$ cat src/verilog/asis_regs.svh
// Register offsets, field positions, reset values and masks for the
// sequence input select block. Assumes inclusion by bare name.
`ifndef ASIS_REGS_SVH
`define ASIS_REGS_SVH

// ****************************************
// Register offsets (byte addresses)
// ****************************************
`define ASIS_SEL_OFS 12'h000
`define ASIS_STAT_OFS 12'h004

// ****************************************
// Selection field positions
// ****************************************
`define ASIS_FIELD_W 2
`define ASIS_STEP1_LSB 5'h00
`define ASIS_STEP2_LSB 5'h04
`define ASIS_STEP3_LSB 5'h08
`define ASIS_STEP4_LSB 5'h0c
`define ASIS_STEP5_LSB 5'h10
`define ASIS_STEP6_LSB 5'h14
`define ASIS_STEP7_LSB 5'h18
`define ASIS_STEP8_LSB 5'h1c

// ****************************************
// Reset values and masks
// ****************************************
`define ASIS_SEL_RST 2'h0
`define ASIS_RESV_MASK 32'hcccc_cccc

// ****************************************
// Status register layout
// ****************************************
`define ASIS_STAT_STEP_LSB 0
`define ASIS_STAT_CHAN_LSB 4
`define ASIS_STAT_VLD_BIT 8
`define ASIS_STAT_CNT_LSB 16

`endif

$ cat src/verilog/asis_pkg.sv
// Types shared by the sequence input select block.
// Assumes a single clock domain and an APB3 register bus.
package asis_pkg;

  // ****************************************
  // Selection types
  // ****************************************
  typedef logic [1:0] asis_chan_type;
  typedef asis_chan_type [7:0] asis_sel_type;
  typedef logic [2:0] asis_step_type;

  // ****************************************
  // Bus carriers
  // ****************************************
  typedef struct packed {
    logic psel;
    logic penable;
    logic pwrite;
    logic [11:0] paddr;
    logic [31:0] pwdata;
  } asis_apb_req_type;

  typedef struct packed {
    logic pready;
    logic pslverr;
    logic [31:0] prdata;
  } asis_apb_rsp_type;

  // ****************************************
  // Converter request carrier
  // ****************************************
  typedef struct packed {
    logic vld;
    asis_step_type step;
    asis_chan_type chan;
  } asis_conv_type;

endpackage

$ cat src/verilog/asis_top.sv
// Sequence input select register with APB slave and step routing.
// Assumes APB3 master on pclk and a sequencer on the same clock.
//
// Operation
// - Bits 1:0 pick the input for step one; reset to zero.
// - Bits 5:4 pick the input for step two.
// - Bits 9:8 pick the input for step three.
// - Bits 13:12 pick the input for step four.
// - Bits 17:16 pick the input for step five.
// - Bits 25:24 pick the input for step seven.
// - Bits 29:28 pick the input for step eight.
// - Field value n routes analog input n to the converter.
// - Two-bit gaps between fields are read-only and read zero.
`timescale 1ns/1ps
`include "asis_regs.svh"
module asis_top
  import asis_pkg::*;
(
  input wire logic pclk,
  input wire logic presetn,
  input wire logic ce,
  input wire asis_apb_req_type apb_req,
  output asis_apb_rsp_type apb_rsp,
  input wire logic step_req_vld,
  input wire asis_step_type step_req_idx,
  output asis_conv_type conv
);

  // ****************************************
  // State
  // ****************************************
  typedef struct packed {
    asis_sel_type sel;
    asis_apb_rsp_type rsp;
    logic [15:0] cnt;
  } asis_top_st_type;

  asis_top_st_type st_ff;
  asis_top_st_type nxt_st;
  logic [31:0] rd_word;
  logic [31:0] stat_word;
  logic setup;
  logic acc;
  logic hit_sel;
  logic hit_stat;
  logic wr_done;

  // ****************************************
  // Field placement
  // ****************************************
  // Used for both write decode and read packing
  function automatic logic [4:0] fld_lsb(input asis_step_type i);
    case (i)
      3'h0: fld_lsb = `ASIS_STEP1_LSB;
      3'h1: fld_lsb = `ASIS_STEP2_LSB;
      3'h2: fld_lsb = `ASIS_STEP3_LSB;
      3'h3: fld_lsb = `ASIS_STEP4_LSB;
      3'h4: fld_lsb = `ASIS_STEP5_LSB;
      3'h5: fld_lsb = `ASIS_STEP6_LSB;
      3'h6: fld_lsb = `ASIS_STEP7_LSB;
      3'h7: fld_lsb = `ASIS_STEP8_LSB;
      default: fld_lsb = `ASIS_STEP1_LSB;
    endcase
  endfunction

  // ****************************************
  // Bus decode
  // ****************************************
  assign setup = apb_req.psel && !apb_req.penable;
  assign acc = apb_req.psel && apb_req.penable && st_ff.rsp.pready;
  assign hit_sel = apb_req.paddr == `ASIS_SEL_OFS;
  assign hit_stat = apb_req.paddr == `ASIS_STAT_OFS;
  assign wr_done = ce && acc && apb_req.pwrite && hit_sel;

  // ****************************************
  // Read words
  // ****************************************
  // Gap bits are never driven, so they read as zero
  always_comb begin
    rd_word = 32'h0000_0000;
    for (int i = 0; i < 8; i++) begin
      rd_word[fld_lsb(3'(i)) +: `ASIS_FIELD_W] = st_ff.sel[i];
    end
  end

  always_comb begin
    stat_word = 32'h0000_0000;
    stat_word[`ASIS_STAT_STEP_LSB +: 3] = conv.step;
    stat_word[`ASIS_STAT_CHAN_LSB +: 2] = conv.chan;
    stat_word[`ASIS_STAT_VLD_BIT] = conv.vld;
    stat_word[`ASIS_STAT_CNT_LSB +: 16] = st_ff.cnt;
  end

  // ****************************************
  // Next state
  // ****************************************
  // Zero-wait slave: answer is prepared during setup so that pready
  // comes from a flop without adding a wait state.
  always_comb begin
    nxt_st = st_ff;
    nxt_st.rsp.pready = setup;
    nxt_st.rsp.pslverr = 1'b0;
    if (setup) begin
      nxt_st.rsp.pslverr = !(hit_sel || hit_stat);
      nxt_st.rsp.prdata = 32'h0000_0000;
      if (!apb_req.pwrite && hit_sel) begin
        nxt_st.rsp.prdata = rd_word;
      end else if (!apb_req.pwrite && hit_stat) begin
        nxt_st.rsp.prdata = stat_word;
      end
    end
    // Only field bits are stored; gap bits of the write are dropped
    if (acc && apb_req.pwrite && hit_sel) begin
      for (int i = 0; i < 8; i++) begin
        nxt_st.sel[i] = apb_req.pwdata[fld_lsb(3'(i)) +: `ASIS_FIELD_W];
      end
    end
    // Wraps silently; a limitation for very long runs
    if (conv.vld) begin
      nxt_st.cnt = st_ff.cnt + 16'h0001;
    end
  end

  // ****************************************
  // Registers
  // ****************************************
  always_ff @(posedge pclk or negedge presetn) begin
    if (!presetn) begin
      st_ff <= '0;
    end else if (ce) begin
      st_ff <= nxt_st;
    end
  end

  assign apb_rsp = st_ff.rsp;

  // ****************************************
  // Step routing
  // ****************************************
  asis_step_mux u_step_mux (
    .pclk(pclk),
    .presetn(presetn),
    .ce(ce),
    .sel(st_ff.sel),
    .req_vld(step_req_vld),
    .req_idx(step_req_idx),
    .conv(conv)
  );
endmodule

$ cat src/verilog/asis_step_mux.sv
// Per-step analog input routing for the sequencer.
// Assumes step requests come from logic on pclk, no synchroniser needed.
`timescale 1ns/1ps
module asis_step_mux
  import asis_pkg::*;
(
  input wire logic pclk,
  input wire logic presetn,
  input wire logic ce,
  input wire asis_sel_type sel,
  input wire logic req_vld,
  input wire asis_step_type req_idx,
  output asis_conv_type conv
);

  // ****************************************
  // State
  // ****************************************
  asis_conv_type st_ff;
  asis_conv_type nxt_st;
  asis_chan_type pick;

  // Field value is the channel number itself, no remapping
  assign pick = sel[req_idx];

  always_comb begin
    nxt_st = st_ff;
    nxt_st.vld = req_vld;
    if (req_vld) begin
      nxt_st.step = req_idx;
      nxt_st.chan = pick;
    end
  end

  always_ff @(posedge pclk or negedge presetn) begin
    if (!presetn) begin
      st_ff <= '0;
    end else if (ce) begin
      st_ff <= nxt_st;
    end
  end

  assign conv = st_ff;
endmodule

$ cat config.mk
export PLATFORM = sky130hd
export DESIGN_NAME = asis_top
export DESIGN_NICKNAME = d
export VERILOG_FILES = /design/src/verilog/asis_pkg.sv /design/src/verilog/asis_top.sv /design/src/verilog/asis_step_mux.sv
export VERILOG_INCLUDE_DIRS = /design/src /design/src/verilog
export SDC_FILE = /design/constraint.sdc
export NUM_CORES = 1
export LEC_CHECK = 0
export BUFFER_PORTS_ARGS = -buffer_cell sky130_fd_sc_hd__buf_4
export CAP_MARGIN = 40
export CORE_UTILIZATION = 40
export CTS_CLUSTER_DIAMETER = 120
export DETAILED_ROUTE_END_ITERATION = 8
export GPL_TIMING_DRIVEN = 0
export PLACE_DENSITY = 0.71
export SETUP_SLACK_MARGIN = 0.15
export SKIP_CTS_REPAIR_TIMING = 1
export SLEW_MARGIN = 20
export SYNTH_ARGS = -nofsm -noshare
export SYNTH_HDL_FRONTEND = slang
export SYNTH_SLANG_ARGS = --single-unit
$ cat constraint.sdc
create_clock -name pclk -period 3.7 [get_ports pclk]
set_input_delay 0.185 -clock pclk [delete_from_list [all_inputs] [get_ports pclk]]
set_output_delay 0.185 -clock pclk [all_outputs]
set_load 0.02 [all_outputs]
==> impl_metrics.env <==
export IMPL_detail_route_vias_per_cell=4.86
export IMPL_worst_ep_required_time_ps=3910
export IMPL_finClkSkew_ps=5.83
export IMPL_grt_pass1_wl_um=11100
export IMPL_postRouteWirelength_um=6490
export IMPL_cts_made_buffers=9
export IMPL_chipHeight_um=89.8
export IMPL_run_status="completed"
export IMPL_clk_insertion_delay_late_ps=330
export IMPL_slew_violations=0
export IMPL_path_clk_slew_ps=70
export IMPL_yosysTopAreaCell="dfrtp_1"
export IMPL_min_delay_worst_type="in -> reg"
export IMPL_port_buffers=68
export IMPL_cts_max_level=3
export IMPL_vias_in_the_first_global_route=2246
export IMPL_postSynthCellCount=252
export IMPL_grt_antenna_before_repair=0
export IMPL_post_route_period_util_pct=39.9
export IMPL_die_width_um=89.8
export IMPL_area_growth_synth_to_final_pct=27.8
export IMPL_post_synth_top_area_fraction_pct=52.8
export IMPL_slew_limit_headroom_pct=49.0
export IMPL_timing_max_cap_violations=0
export IMPL_max_freq_mhz=678
export IMPL_timing_critical_path_arrival_ps=1690
export IMPL_synth_lib_cells_used_distinct=31
export IMPL_path_class="reg -> reg"
export IMPL_critical_path_startpoint_type="flip-flop"
export IMPL_numClockSinks=65
export IMPL_p_per_area_mw_per_mm2=370
export IMPL_pnr_total_power_mw=1.46
export IMPL_rows=31
export IMPL_pin_count=94
export IMPL_insertedDiodeCount=0
export IMPL_initial_cell_density_of_the_core_pct=42.0
export IMPL_largest_buffer_count_on_any_clock_path=2
export IMPL_drt_iter0_drc=105
export IMPL_synth_most_common_cell="dfrtp_1"
export IMPL_drc=0
export IMPL_power_leakage_nw=2.06
export IMPL_timing_critical_path_to_type="flip-flop"
export IMPL_wire_per_inst_um=14.7
export IMPL_r2r_setup_slack_ps=2220
export IMPL_power_ir_vdd_worst_uv=184
export IMPL_grt_total_usage_pct=17.6
export IMPL_postSynthRegisterBits=65
export IMPL_detailedRoute_firstPassIterationCount=4
export IMPL_die_area_mm2=0.00806
export IMPL_rsz0062_at_grt="false"
export IMPL_syn_mean_instance_area_um2=12.2
export IMPL_crit_path_max_fanout=10
export IMPL_postSynth_topFlopCell="dfrtp_1"
export IMPL_grt_max_degree=66
export IMPL_num_vias=2149
export IMPL_globalRoute_totalOverflow=0
export IMPL_dp_hpwl_um=4800
export IMPL_async_reset_ff_share_pct=100
export IMPL_synth_cell_area_mm2=0.00308
export IMPL_ys_seq_area_share_pct=52.8
export IMPL_placeableCoreArea_mm2=0.00733
export IMPL_gp_routability_congestion=0.791
export IMPL_ctsRootBufferMaster="clkbuf_8"
export IMPL_synthTopCellsByCount="65 x dfrtp_1, 34 x buf_4, 24 x nand2_1"
export IMPL_synth_edf_count=0
export IMPL_tightest_slew_ps=765
export IMPL_layout_drive_gt1_share_pct=43.4
export IMPL_setup_viol_count_final=0
export IMPL_synthesis_yosys_warnings=0
export IMPL_nNetsFinal=394
export IMPL_fin_tns_setup_ps=0
export IMPL_tritoncts="yes"
export IMPL_finalCriticalPeriod_ps=1480
export IMPL_synth_top_cells_by_area="dfrtp_1 53%, buf_4 8.3%, mux2_4 4.9%"
export IMPL_drt_antenna_violating_nets=0
export IMPL_hold_violations=0
==> metal layers <==
| metal | track usage, % | part of all wire (%) | wire length, um |
|---|---|---|---|
| met5 | 0 | 0 | 0 |
| met1 | 23.2 | 46 | 2990 |
| met2 | 27.6 | 47 | 3070 |
| met3 | 4.74 | 5.4 | 350 |
| met4 | 7.10 | 1.3 | 83 |
==> kinds of logic after synthesis <==
family	synth area share [%]
simple gates	9.54
mux	16.3
compound gates	6.37
fa+ha+maj	0.406
other cells	0.122
xor+xnor	4.26
flops	52.8
buf+inv	10.2
==> state kept, by name, summed over array words and instances (netlist names) <==
register and cells:
apb_rsp 27, rd_word 16, u_step_mux.conv 6, st_ff 16
==> layout by cell type, fill, tap and decap left out, drive strengths merged <==
master         n
buf          106
mux4           4
mux2i         15
xnor2          9
nand3          3
nand3b         1
xor2           6
o21ai         17
ha             1
mux2          20
dlygate4sd3    1
a22o          12
clkinv         4
and4           3
nand4          5
nor4           2
inv            6
clkbuf        15
nor4bb         1
dfrtp         65
nor2           8
and2           1
nor3           3
nand2         24
and3           3
conb           7
o22ai          1
==> critical path, cell delays in order, from the launching register on <==
cell and delay (ps):
dfrtp_1 360, and4_1 260, nand4_4 210, buf_6 230, mux2_4 300
==> per-stage QoR <==
stage	cells	area, um^2	util, %	hold WS, ps	setup WS, ps
after floorplan	258	3100	-	-111	2260
after global placement	425	3740	51.0	326	1980
after detailed placement	425	3740	51.0	328	1960
after CTS	440	3900	53.2	-35.0	2210
after global routing	442	3940	53.7	65.9	2130
final	442	3940	53.7	85.7	2220
==> power breakdown <==
| part | switching [mW] | internal [mW] | total [mW] |
|---|---|---|---|
| clock network | 0.245 | 0.253 | 0.498 |
| logic | 0.0811 | 0.0889 | 0.170 |
| registers | 0.0421 | 0.746 | 0.788 |
| total | 0.369 | 1.09 | 1.46 |
==> final cells by class <==
| type | instances | area, um^2 |
|---|---|---|
| Buffer | 41 | 292 |
| Clock buffer | 11 | 141 |
| Clock inverter | 4 | 20.0 |
| Fill cell | 643 | 3390 |
| Inverter | 6 | 22.5 |
| Multi-Input combinational cell | 146 | 1160 |
| Sequential cell | 65 | 1630 |
| Tap cell | 99 | 124 |
| Timing Repair Buffer | 70 | 548 |
==> path summary, 6_finish.rpt <==
kind | start | to | cells past startpoint
setup / recovery | apb_rsp[33]$_DFFE_PN0P_ | rd_word[25]$_DFFE_PN0P_ | 4
hold / removal | apb_req[13] | rd_word[13]$_DFFE_PN0P_ | 2
setup reg to reg | apb_rsp[33]$_DFFE_PN0P_ | rd_word[25]$_DFFE_PN0P_ | 4
hold reg to reg | st_ff[15]$_DFFE_PN0P_ | st_ff[15]$_DFFE_PN0P_ | 1
max in group asynchronous | presetn | rd_word[25]$_DFFE_PN0P_ | 3
min in group asynchronous | presetn | apb_rsp[27]$_DFFE_PN0P_ | 2
Power figures use the tool's default switching activity.
